<file path="config.mk">
export PLATFORM = sky130hd
export DESIGN_NAME = ato_top
export DESIGN_NICKNAME = d
export VERILOG_FILES = /design/src/core/ato_pkg.sv /design/src/core/ato_top.sv
export SDC_FILE = /design/constraint.sdc
export NUM_CORES = 1
export LEC_CHECK = 0
export ABC_AREA = 1
export BUFFER_PORTS_ARGS = -buffer_cell sky130_fd_sc_hd__buf_2
export CORE_AREA = 2 2 95 143
export DETAILED_ROUTE_END_ITERATION = 8
export DIE_AREA = 0 0 97 145
export PLACE_DENSITY = 0.79
export SLEW_MARGIN = 30
export SYNTH_ARGS = -nofsm -noshare
export SYNTH_HDL_FRONTEND = slang
export SYNTH_SLANG_ARGS = --single-unit
</file>
<file path="constraint.sdc">
create_clock -name ref_clk -period 5.6 [get_ports ref_clk]
set_input_delay 1.12 -clock ref_clk [delete_from_list [all_inputs] [get_ports ref_clk]]
set_output_delay 1.12 -clock ref_clk [all_outputs]
set_load 0.03 [all_outputs]
</file>
<file path="src/core/ato_pkg.sv">
// ato_pkg: constants for the autonomous transmit timeout supervisor.
// assumes a 40 MHz ref_clk and a 32-bit axi4-lite register bus.
package ato_pkg;
   // register byte offsets
   localparam logic [7:0] RESTART_OFS = 8'h6C;
   localparam logic [7:0] CONFIG_OFS = 8'h26;
   localparam logic [7:0] INPUT_OFS = 8'h22;
   localparam logic [7:0] STATUS_OFS = 8'h00;
   // field positions
   localparam int PWR_BIT = 4;
   localparam int TXREAD_BIT = 7;
   localparam int SERV_BIT = 6;
   localparam int IRQ_BIT = 0;
   localparam int FIRED_BIT = 1;
   localparam int FILT_BIT = 2;
   // reset values
   localparam logic [7:0] CONFIG_RST = 8'h00;
   // timing
   localparam int CLK_HZ = 40_000_000;
   localparam int FILT_HZ = 492;
   localparam int FILT_DIV = CLK_HZ / FILT_HZ;
   localparam int SEC_DIV = CLK_HZ;
   localparam int TIMEOUT_S = 30;
   localparam int HOLDOFF_S = 1;
   localparam int FILT_W = 10;
   localparam logic [1:0] AXI_OKAY = 2'b00;
   localparam logic [1:0] AXI_SLVERR = 2'b10;
endpackage

</file>
<file path="src/core/ato_top.sv">
// ato_top: timeout supervisor with carrier filter and axi4-lite registers.
// assumes pin inputs asynchronous to ref_clk; one write and one read at a time.
// Overview of operation
// counter reaching thirty seconds unrestarted starts the timeout reset sequence.
// any accepted restart register write restarts the counter, data ignored.
// master reset input clears the timeout counter.
// restart refused only when filtered carrier low and transmit power high.
// processor gets no indication whether restart was accepted.
// watchdog reset does not clear the timeout counter.
// carrier filtered by 10-bit up/down counter ticked at 492Hz.
// filter counter saturates at maximum and at zero.
// filtered carrier is the filter counter's top bit.
// on timeout an interrupt is raised first.
// at least one second later power-off output driven low.
// after firing nothing software does cancels the pending power-off.
// master reset forces power-off output low.
// configuration bit 4 sets the power-off output level directly.
// timeout reset only ever drives power-off low.
// watchdog reset leaves power-off output unchanged.
// service mode disables timeout reset; boot code drives power-off high.
// power-off low held about one second; state undefined afterward.
// raw transmit power level readable at input port bit 7.
// software should restart well inside the thirty-second period.
// filter and second ticks come from parameterised prescalers of ref_clk.
`timescale 1ns/1ps
`default_nettype none
module ato_top #(
   parameter int FILT_DIV = ato_pkg::FILT_DIV,
   parameter int SEC_DIV = ato_pkg::SEC_DIV,
   parameter int TIMEOUT_S = ato_pkg::TIMEOUT_S,
   parameter int HOLDOFF_S = ato_pkg::HOLDOFF_S
) (
   input wire logic ref_clk,
   input wire logic rst_n,
   input wire logic master_reset_in_n,
   input wire logic watchdog_reset,
   input wire logic rx_carrier_detect,
   input wire logic tx_power_detect,
   input wire logic service_mode,
   output logic power_off_n,
   output logic timeout_irq,
   input wire logic [7:0] s_axi_awaddr,
   input wire logic s_axi_awvalid,
   output logic s_axi_awready,
   input wire logic [31:0] s_axi_wdata,
   input wire logic [3:0] s_axi_wstrb,
   input wire logic s_axi_wvalid,
   output logic s_axi_wready,
   output logic [1:0] s_axi_bresp,
   output logic s_axi_bvalid,
   input wire logic s_axi_bready,
   input wire logic [7:0] s_axi_araddr,
   input wire logic s_axi_arvalid,
   output logic s_axi_arready,
   output logic [31:0] s_axi_rdata,
   output logic [1:0] s_axi_rresp,
   output logic s_axi_rvalid,
   input wire logic s_axi_rready
);
   localparam int FILT_W_L = ato_pkg::FILT_W;
   typedef enum logic [1:0] {IDLE, HOLD, DONE} ato_state_e;
   typedef struct packed {
      logic [2:0] mr_sy;
      logic [1:0] rx_sy;
      logic [1:0] tx_sy;
      logic [1:0] sv_sy;
      logic [31:0] fdiv;
      logic [31:0] sdiv;
      logic [FILT_W_L-1:0] filt;
      logic [7:0] secs;
      ato_state_e st;
      logic irq;
      logic pwr;
      logic [7:0] cfg;
      logic aw_got;
      logic w_got;
      logic [7:0] awa;
      logic [7:0] wd;
      logic wsb;
      logic bvalid;
      logic [1:0] bresp;
      logic rvalid;
      logic [31:0] rdata;
      logic [1:0] rresp;
   } ato_state_s;
   ato_state_s q_r, q_nxt;
   logic mr_n, rx_s, tx_s, sv_s, ftick, stick, carrier, accept, wr_go, rd_go;
   assign mr_n = q_r.mr_sy[1];
   assign rx_s = q_r.rx_sy[1];
   assign tx_s = q_r.tx_sy[1];
   assign sv_s = q_r.sv_sy[1];
   assign ftick = (q_r.fdiv == 32'(FILT_DIV - 1));
   assign stick = (q_r.sdiv == 32'(SEC_DIV - 1));
   assign carrier = q_r.filt[FILT_W_L-1];
   assign accept = carrier || !tx_s;
   assign wr_go = q_r.aw_got && q_r.w_got && !q_r.bvalid;
   assign rd_go = s_axi_arvalid && !q_r.rvalid;
   always_comb begin
      q_nxt = q_r;
      q_nxt.mr_sy = {1'b0, q_r.mr_sy[0], master_reset_in_n};
      q_nxt.rx_sy = {q_r.rx_sy[0], rx_carrier_detect};
      q_nxt.tx_sy = {q_r.tx_sy[0], tx_power_detect};
      q_nxt.sv_sy = {q_r.sv_sy[0], service_mode};
      q_nxt.fdiv = ftick ? 32'h0000_0000 : q_r.fdiv + 32'h0000_0001;
      q_nxt.sdiv = stick ? 32'h0000_0000 : q_r.sdiv + 32'h0000_0001;
      // saturating up/down filter
      if (ftick) begin
         if (rx_s && q_r.filt != '1) begin
            q_nxt.filt = q_r.filt + 1'b1;
         end else if (!rx_s && q_r.filt != '0) begin
            q_nxt.filt = q_r.filt - 1'b1;
         end
      end
      // axi write side; restart and config writes answer okay, hiding acceptance; other addresses get slverr
      if (s_axi_awvalid && !q_r.aw_got) begin
         q_nxt.aw_got = 1'b1;
         q_nxt.awa = s_axi_awaddr;
      end
      // data kept with the beat: the master drops it once taken
      if (s_axi_wvalid && !q_r.w_got) begin
         q_nxt.w_got = 1'b1;
         q_nxt.wd = s_axi_wdata[7:0];
         q_nxt.wsb = s_axi_wstrb[0];
      end
      if (wr_go) begin
         q_nxt.aw_got = 1'b0;
         q_nxt.w_got = 1'b0;
         q_nxt.bvalid = 1'b1;
         q_nxt.bresp = ato_pkg::AXI_OKAY;
         if (q_r.awa == ato_pkg::CONFIG_OFS) begin
            if (q_r.wsb) begin
               q_nxt.cfg = q_r.wd;
            end
         end else if (q_r.awa != ato_pkg::RESTART_OFS) begin
            q_nxt.bresp = ato_pkg::AXI_SLVERR;
         end
      end
      if (q_r.bvalid && s_axi_bready) begin
         q_nxt.bvalid = 1'b0;
      end
      // timeout counter counts whole seconds
      if (q_r.st == IDLE && !sv_s) begin
         if (wr_go && q_r.awa == ato_pkg::RESTART_OFS && accept) begin
            q_nxt.secs = 8'h00;
         end else if (stick) begin
            if (q_r.secs == 8'(TIMEOUT_S - 1)) begin
               q_nxt.secs = 8'h00;
               q_nxt.st = HOLD;
               q_nxt.irq = 1'b1;
            end else begin
               q_nxt.secs = q_r.secs + 8'h01;
            end
         end
      end
      // restart writes no longer reach the counter once fired
      if (q_r.st == HOLD && stick) begin
         q_nxt.secs = q_r.secs + 8'h01;
         if (q_r.secs == 8'(HOLDOFF_S)) begin
            q_nxt.st = DONE;
            q_nxt.pwr = 1'b0;
         end
      end
      // software level follows config bit; in done the low level stands
      // next state, so the low level lands with the entry into done
      if (q_nxt.st != DONE) begin
         q_nxt.pwr = q_nxt.cfg[ato_pkg::PWR_BIT];
      end
      // axi read side
      if (rd_go) begin
         q_nxt.rvalid = 1'b1;
         q_nxt.rresp = ato_pkg::AXI_OKAY;
         case (s_axi_araddr)
            ato_pkg::CONFIG_OFS: q_nxt.rdata = {24'h00_0000, q_r.cfg};
            ato_pkg::INPUT_OFS: begin
               q_nxt.rdata = 32'h0000_0000;
               q_nxt.rdata[ato_pkg::TXREAD_BIT] = tx_s;
               q_nxt.rdata[ato_pkg::SERV_BIT] = sv_s;
            end
            ato_pkg::STATUS_OFS: begin
               q_nxt.rdata = 32'h0000_0000;
               q_nxt.rdata[ato_pkg::IRQ_BIT] = q_r.irq;
               q_nxt.rdata[ato_pkg::FIRED_BIT] = (q_r.st != IDLE);
               q_nxt.rdata[ato_pkg::FILT_BIT] = carrier;
            end
            default: begin
               q_nxt.rdata = 32'h0000_0000;
               q_nxt.rresp = ato_pkg::AXI_SLVERR;
            end
         endcase
      end
      if (q_r.rvalid && s_axi_rready) begin
         q_nxt.rvalid = 1'b0;
      end
      // master reset pin: clears counter and forces output low
      if (!mr_n) begin
         q_nxt.secs = 8'h00;
         q_nxt.st = IDLE;
         q_nxt.irq = 1'b0;
         q_nxt.cfg = ato_pkg::CONFIG_RST;
         q_nxt.pwr = 1'b0;
         q_nxt.filt = '0;
      end
      // watchdog_reset deliberately touches neither secs nor pwr
   end
   always_ff @(posedge ref_clk) begin
      if (!rst_n) begin
         q_r <= '0;
         q_r.mr_sy <= 3'b000;
      end else begin
         q_r <= q_nxt;
      end
   end
   assign power_off_n = q_r.pwr;
   assign timeout_irq = q_r.irq;
   assign s_axi_awready = !q_r.aw_got;
   assign s_axi_wready = !q_r.w_got;
   assign s_axi_bvalid = q_r.bvalid;
   assign s_axi_bresp = q_r.bresp;
   assign s_axi_arready = !q_r.rvalid;
   assign s_axi_rvalid = q_r.rvalid;
   assign s_axi_rdata = q_r.rdata;
   assign s_axi_rresp = q_r.rresp;
endmodule
`default_nettype wire

</file>
==> flow_metrics.env, run 1 <==
export IMPL_status="finished clean"
export IMPL_crit_start="q_r[79]"
export IMPL_holdCritPathClass="flop to flop"
export IMPL_drive_above_1_share_pct=13.3
export IMPL_worst_setup_path_end_kind="flop"
export IMPL_floorplan_io_pins=107
export IMPL_timing_final_crit_share_pct=48.8
export IMPL_synth_area_leader_cell="sky130_fd_sc_hd__dfxtp_1"
export IMPL_proportion_of_total_power_due_to_net_switching_pct=25.4
export IMPL_wl_per_cell_um=12.5
export IMPL_die_h_um=145
export IMPL_rows=51
export IMPL_synthTopCellsByArea="sky130_fd_sc_hd__dfxtp_1 37%, sky130_fd_sc_hd__nand2_1 11%, sky130_fd_sc_hd__nor2_1 8.0%"
export IMPL_antenna_left=0
export IMPL_timing_critical_path_slowest_stage_cell="sky130_fd_sc_hd__o21ai_0"
export IMPL_hold_violations=0
export IMPL_slew_viol_final=0
export IMPL_fp_dieArea_um2=14100
export IMPL_power_frac_seq_pct=43.4
export IMPL_clk_root_buffer_cell="sky130_fd_sc_hd__clkbuf_16"
export IMPL_grt_antenna_before_repair=0
export IMPL_layout_area_overhead_vs_synth_pct=11.1
export IMPL_n_antenna_cell=0
export IMPL_layout_commonest_cell="sky130_fd_sc_hd__nand2_1"
export IMPL_layout_min_cycle_time_ps=2730
export IMPL_combPwrFrac_pct=5.4
export IMPL_vdd_ir_drop_max_mv=0.211
export IMPL_power_density_nw_per_um2=281
export IMPL_syn_instance_count=1048
export IMPL_fillers=1190
export IMPL_setup_violations=0
export IMPL_fmax_mhz=366
export IMPL_port_buffer_count=52
export IMPL_gp_congestion=0.899
export IMPL_postSynthAreaPerCell_um2=6.88
export IMPL_path_clk_slew_ps=70
export IMPL_post_layout_total_power_mw=2.25
export IMPL_synth_enable_flop_cells=0
export IMPL_cts_htree_levels=4
export IMPL_reg2regPathDepth=12
export IMPL_fraction_of_registers_with_async_set_or_reset_after_synthesis_pct=0
export IMPL_max_fo_critical_path=11
export IMPL_nNetsFinal=1170
export IMPL_critical_path_max_stage_delay_ps=440
export IMPL_min_delay_start="q_nxt[154]"
export IMPL_cells_traversed_along_the_worst_timing_path="inv_1 -> nor3_1 -> nand3_1 -> nand2_1 -> inv_1 -> fa_1 -> o21ai_0 -> nand4_1 -> nand2_1 -> nand2_1 -> nand2_1 -> a21oi_1"
export IMPL_setup_worst_path_class="flop to flop"
export IMPL_resized_after_cts=0
export IMPL_die_x_um=97
export IMPL_detailed_place_hpwl_um=11600
export IMPL_clkLatencyLatePin_ps=420
export IMPL_max_clock_path_buffers=2
export IMPL_total_cts_buffers=17
export IMPL_r2r_slack_ps=2870
export IMPL_synthDominantCellAreaShare_pct=36.9
export IMPL_globalRouteOverflowTotal=0
export IMPL_grtUsageTotal_pct=22.8
export IMPL_max_slew_margin_rel_pct=54.1
export IMPL_initial_drt_markers=227
export IMPL_regToRegEndpoint="q_r[85]"
export IMPL_total_switching_power_mw=0.571
export IMPL_pwr_share_clk_pct=51.2
export IMPL_post_cts_setup_repair_buffer_count=0
export IMPL_worst_tran_pin_value_ps=686
export IMPL_grt_pass1_vias=6170
export IMPL_cts_tree="done"
export IMPL_synth_distinct_cells=44
export IMPL_total_leakage_power_nw=3.36
export IMPL_synth_area_um2=7210
export IMPL_ys_seq_elements=133
export IMPL_detailroute_via_count=6508
export IMPL_setup_repair_after_global_routing_missed_its_margin="false"
export IMPL_layout_cells_most_common_list="213 x sky130_fd_sc_hd__nand2_1, 153 x sky130_fd_sc_hd__nor2_1, 133 x sky130_fd_sc_hd__dfxtp_1"
export IMPL_arrival_ps=3030
export IMPL_critical_path_endpoint="q_r[85]"
export IMPL_vias_per_cell=5.15
export IMPL_timing_critical_path_mode_cell="sky130_fd_sc_hd__nand2_1"
export IMPL_yosys_warnings=0
export IMPL_drt_drc_violations_left=0
export IMPL_setup_tns_final_ps=0
export IMPL_dominantRegCellSynth="sky130_fd_sc_hd__dfxtp_1"
export IMPL_clkSinkCount=133
export IMPL_cts_hold_fix_buffers=0
export IMPL_beginning_of_the_worst_register_to_register_path="q_r[79]"
export IMPL_worst_endpoint_required_ps=5900
export IMPL_grt_pass1_wl_um=26700
export IMPL_cellInternalPower_mw=1.68
export IMPL_initial_utilization_pct=56.2
export IMPL_maxCapViolations=0
export IMPL_start_kind="flop"
export IMPL_drtPass1Iterations=5
export IMPL_maximum_number_of_pins_on_one_net_before_global_route_repair=32
export IMPL_final_setup_skew_ps=6.52
export IMPL_drt_total_wl_um=15700
export IMPL_seq_area_frac_synth_pct=36.9
export IMPL_core_area_um2=12800
-- area by class of cell --
class	instances	area [um2]	share of cell area (%)
clock inverters	15	183	2.28
clock buffers	17	425	5.31
repair buffers	52	260	3.25
inverters	140	526	6.56
flip-flops and latches	133	2660	33.2
multi-input cells	748	3750	46.9
well taps	159	199	2.48
-- worst max-delay path: cells and delay by family (launching register included) --
family	cells	cell delay, ps
flip-flops	1	360
adder cells (fa/ha/maj)	1	430
AND/OR/NAND/NOR	7	1140
buffers and inverters	2	190
AO/OA/AOI/OAI	2	490
-- per-stage QoR --
stage          cell area [um2]  utilization [%]  cells  hold WS [ps]  setup WS (ps)
2_1_floorplan             7300                -   1073           390           3400
3_3_place_gp              7400             57.7   1232           396           2640
3_5_place_dp              7400             57.7   1232           398           2630
4_1_cts                   8010             62.5   1264           415           2860
5_1_grt                   8010             62.5   1264           437           2600
6_report                  8010             62.5   1264           414           2870
-- how the worst min path moves through the flow --
stage,end,cells after the start,slack (ps)
floorplan,mr_n,2,390
global placement,q_r[152],2,400
detailed placement,mr_n,2,400
CTS,mr_n,2,420
global route,q_r[154],2,440
finish,q_r[154],2,410
-- layer usage --
| layer | routed length (um) | global-route usage, % |
|---|---|---|
| met1 | 6140 | 23.3 |
| met4 | 481 | 10.2 |
| met5 | 0 | 0 |
| met2 | 8520 | 43.8 |
| met3 | 602 | 4.72 |
-- registers in the layout, indices dropped and copies added, names as in the netlist --
| name | cells |
|---|---|
| carrier | 1 |
| mr_n | 1 |
| power_off_n | 1 |
| q_nxt | 4 |
| q_r | 113 |
| s_axi_bresp | 1 |
| s_axi_bvalid | 1 |
| s_axi_rdata | 8 |
| s_axi_rresp | 1 |
| s_axi_rvalid | 1 |
| timeout_irq | 1 |
-- kinds of logic (layout without fill, tap and decap cells) --
| logic type | after synthesis | in the layout | synth area share [%] |
|---|---|---|---|
| XOR/XNOR | 25 | 25 | 3.04 |
| adder cells (fa/ha/maj) | 14 | 14 | 2.53 |
| flip-flops | 133 | 133 | 36.9 |
| AND/OR/NAND/NOR | 539 | 539 | 34.6 |
| AO/OA/AOI/OAI | 144 | 144 | 10.6 |
| other | 1 | 26 | 0.0520 |
| buffers and inverters | 192 | 224 | 12.3 |
-- Yosys cell counts (5+ instances only) --
cell and instances:
sky130_fd_sc_hd__a211oi_1 5, sky130_fd_sc_hd__a21oi_1 78, sky130_fd_sc_hd__buf_2 5, sky130_fd_sc_hd__buf_4 39
sky130_fd_sc_hd__clkbuf_1 6, sky130_fd_sc_hd__dfxtp_1 133, sky130_fd_sc_hd__ha_1 13, sky130_fd_sc_hd__inv_1 127
sky130_fd_sc_hd__inv_2 9, sky130_fd_sc_hd__nand2_1 213, sky130_fd_sc_hd__nand2_2 12, sky130_fd_sc_hd__nand3_1 45
sky130_fd_sc_hd__nand4_1 35, sky130_fd_sc_hd__nor2_1 153, sky130_fd_sc_hd__nor2_2 15, sky130_fd_sc_hd__nor2_4 7
sky130_fd_sc_hd__nor3_1 21, sky130_fd_sc_hd__o21ai_0 46, sky130_fd_sc_hd__or2_0 8, sky130_fd_sc_hd__or2_2 6
sky130_fd_sc_hd__xnor2_1 11, sky130_fd_sc_hd__xor2_1 14
-- power groups by stage --
stage	clock (mW)	sequential (mW)	combinational, mW
after global placement	0	0.996	0.119
final	1.15	0.976	0.122
after CTS	1.16	0.976	0.122
after floorplan	0	0.996	0.104
after detailed placement	0	0.997	0.120
after global routing	1.21	0.978	0.136
Note: power is estimated with default switching activity, not from simulation.
==> run 2, diff against run 1 <==
Clock period 5.6 ns to 2.6 ns, I/O delays scaled along.
==> run 2 against run 1 <==
Against the previous run:
- non-clock buffer count grew 8
- wire length grew 0.69%
- critical path depth grew 5
- register-to-register slack lost 2600 ps
- flip-flop and latch count is the same
- power grew 120%
- die area is the same
- via count grew 2.0%
- setup slack lost 2600 ps
- clock skew grew 3.7 ps
- global-route usage grew 0.38 points
- first-iteration DRC count grew 56%
==> flow_metrics.env, run 2 (same netlist as run 1, synthesis figures left out) <==
export IMPL_status="finished clean"
export IMPL_stdcell_area_um2=8090
export IMPL_total_cts_buffers=17
export IMPL_reg2regPathDepth=17
export IMPL_fmax_mhz=433
export IMPL_setup_repair_after_global_routing_missed_its_margin="false"
export IMPL_power_density_nw_per_um2=608
export IMPL_final_setup_skew_ps=10.2
export IMPL_arrival_ps=2670
export IMPL_setup_worst_path_class="flop to flop"
export IMPL_total_leakage_power_nw=3.39
export IMPL_layout_area_overhead_vs_synth_pct=12.2
export IMPL_nNetsFinal=1178
export IMPL_path_clk_slew_ps=60
export IMPL_crit_start="q_r[79]"
export IMPL_critical_path_endpoint="carrier"
export IMPL_n_antenna_cell=0
export IMPL_detailroute_via_count=6636
export IMPL_cts_hold_fix_buffers=0
export IMPL_pwr_share_clk_pct=51.7
export IMPL_power_frac_seq_pct=42.8
export IMPL_setup_violations=0
export IMPL_combPwrFrac_pct=5.5
export IMPL_grt_antenna_before_repair=0
export IMPL_cts_tree="done"
export IMPL_resized_after_cts=0
export IMPL_dpl_instance_area_um2=7460
export IMPL_drtPass1Iterations=7
export IMPL_r2r_slack_ps=290
export IMPL_start_kind="flop"
export IMPL_total_switching_power_mw=1.20
export IMPL_floorplan_io_pins=107
export IMPL_grt_pass1_wl_um=27300
export IMPL_initial_utilization_pct=56.2
export IMPL_antenna_left=0
export IMPL_flip_flop_count_of_the_largest_register_all_copies_and_words_added=113
export IMPL_cts_htree_levels=4
export IMPL_rows=51
export IMPL_detailed_place_hpwl_um=11900
export IMPL_largest_register="q_r"
export IMPL_drt_total_wl_um=15800
export IMPL_vdd_ir_drop_max_mv=0.346
export IMPL_layout_cells_most_common_list="213 x sky130_fd_sc_hd__nand2_1, 153 x sky130_fd_sc_hd__nor2_1, 133 x sky130_fd_sc_hd__dfxtp_1"
export IMPL_hold_critical_path_depth=3
export IMPL_layout_commonest_cell="sky130_fd_sc_hd__nand2_1"
export IMPL_regToRegEndpoint="carrier"
export IMPL_beginning_of_the_worst_register_to_register_path="q_r[79]"
export IMPL_wl_per_cell_um=12.5
export IMPL_initial_drt_markers=353
export IMPL_die_h_um=145
export IMPL_setup_tns_final_ps=0
export IMPL_vias_per_cell=5.22
export IMPL_die_x_um=97
export IMPL_port_buffer_count=52
export IMPL_fillers=1184
export IMPL_grtUsageTotal_pct=23.2
export IMPL_hold_violations=0
export IMPL_proportion_of_total_power_due_to_net_switching_pct=24.3
export IMPL_worst_endpoint_required_ps=2960
export IMPL_timing_final_crit_share_pct=88.7
export IMPL_slew_viol_final=0
export IMPL_post_cts_setup_repair_buffer_count=0
export IMPL_gp_congestion=0.909
export IMPL_max_fo_critical_path=6
export IMPL_layout_min_cycle_time_ps=2310
export IMPL_core_area_um2=12800
export IMPL_clkSinkCount=133
export IMPL_grt_pass1_vias=6481
export IMPL_drive_above_1_share_pct=13.9
export IMPL_cellInternalPower_mw=3.72
export IMPL_clkLatencyLatePin_ps=420
export IMPL_maximum_number_of_pins_on_one_net_before_global_route_repair=26
export IMPL_holdCritPathClass="input pin to flop"
export IMPL_globalRouteOverflowTotal=0
export IMPL_clk_root_buffer_cell="sky130_fd_sc_hd__clkbuf_16"
export IMPL_max_clock_path_buffers=2
export IMPL_maxCapViolations=0
export IMPL_fp_dieArea_um2=14100
export IMPL_worst_setup_path_end_kind="flop"
export IMPL_drt_drc_violations_left=0
==> run 2: cell count changes in the layout (fill, tap and decap cells not counted), sizes merged <==
| cell | previous run | this run |
|---|---|---|
| bufinv | 2 | 3 |
| inv | 147 | 144 |
| clkinv | 6 | 5 |
| clkbuf | 17 | 18 |
| buf | 52 | 60 |
| clkinvlp | 0 | 2 |
==> run 2: worst min path at each step <==
stage | start | end | slack, ps
after CTS | tx_power_detect | q_nxt[154] | 280
after global placement | q_nxt[152] | q_r[152] | 400
after floorplan | q_nxt[158] | mr_n | 390
after global routing | s_axi_bready | s_axi_bvalid | 280
final | tx_power_detect | q_nxt[154] | 280
after detailed placement | q_nxt[154] | q_r[154] | 410
==> run 2: metal layers <==
| metal | GRT usage [%] | up-vias | wire, um |
|---|---|---|---|
| met5 | 0 | - | 0 |
| met4 | 9.79 | 0 | 425 |
| met3 | 4.62 | 31 | 597 |
| met2 | 44.7 | 166 | 8760 |
| met1 | 23.9 | 3028 | 6070 |
| li1 | - | 3411 | - |
==> run 2: area by class of cell <==
cell class / instances / area [um2] / area share (%)
clock inverter: 14 / 186 / 2.31
tap: 159 / 199 / 2.46
sequential: 133 / 2660 / 32.9
multi-input combinational: 748 / 3750 / 46.4
clock buffer: 18 / 439 / 5.43
timing repair buffer: 60 / 320 / 3.96
inverter: 140 / 526 / 6.50
==> run 2: power by group through the flow <==
stage	sequential (mW)	combinational [mW]	clock [mW]
2_1_floorplan	2.15	0.223	0
3_3_place_gp	2.15	0.265	0
3_5_place_dp	2.15	0.269	0
4_1_cts	2.10	0.271	2.57
5_1_grt	2.11	0.301	2.66
6_report	2.10	0.270	2.54
==> run 2: metrics by stage <==
stage	hold WS, ps	total power, mW	worst slack, ps	utilization [%]	std cells
after global placement	396	2.41	307	58.2	1240
after floorplan	390	2.37	401	-	1073
after CTS	279	4.94	284	63.1	1272
final	284	4.92	293	63.1	1272
after global routing	280	5.07	29.5	63.1	1272
after detailed placement	406	2.42	305	58.2	1240
==> run 2: worst max-delay path, cell delays in order, from the launching register on <==
cell                      delay (ps)
sky130_fd_sc_hd__dfxtp_1         350
sky130_fd_sc_hd__inv_1            60
sky130_fd_sc_hd__nor3_1          250
sky130_fd_sc_hd__nand3_1         100
sky130_fd_sc_hd__nand2_1         110
sky130_fd_sc_hd__buf_4           160
sky130_fd_sc_hd__ha_1            280
sky130_fd_sc_hd__a21oi_1         170
sky130_fd_sc_hd__nand2_1         100
sky130_fd_sc_hd__nand2_1          70
sky130_fd_sc_hd__nand2_1          90
sky130_fd_sc_hd__nand2_1          90
sky130_fd_sc_hd__nand2_1          60
sky130_fd_sc_hd__nand2_1          60
sky130_fd_sc_hd__nand3_1          90
sky130_fd_sc_hd__nand2_1          80
sky130_fd_sc_hd__nand2_1          50
sky130_fd_sc_hd__nor2_1           90
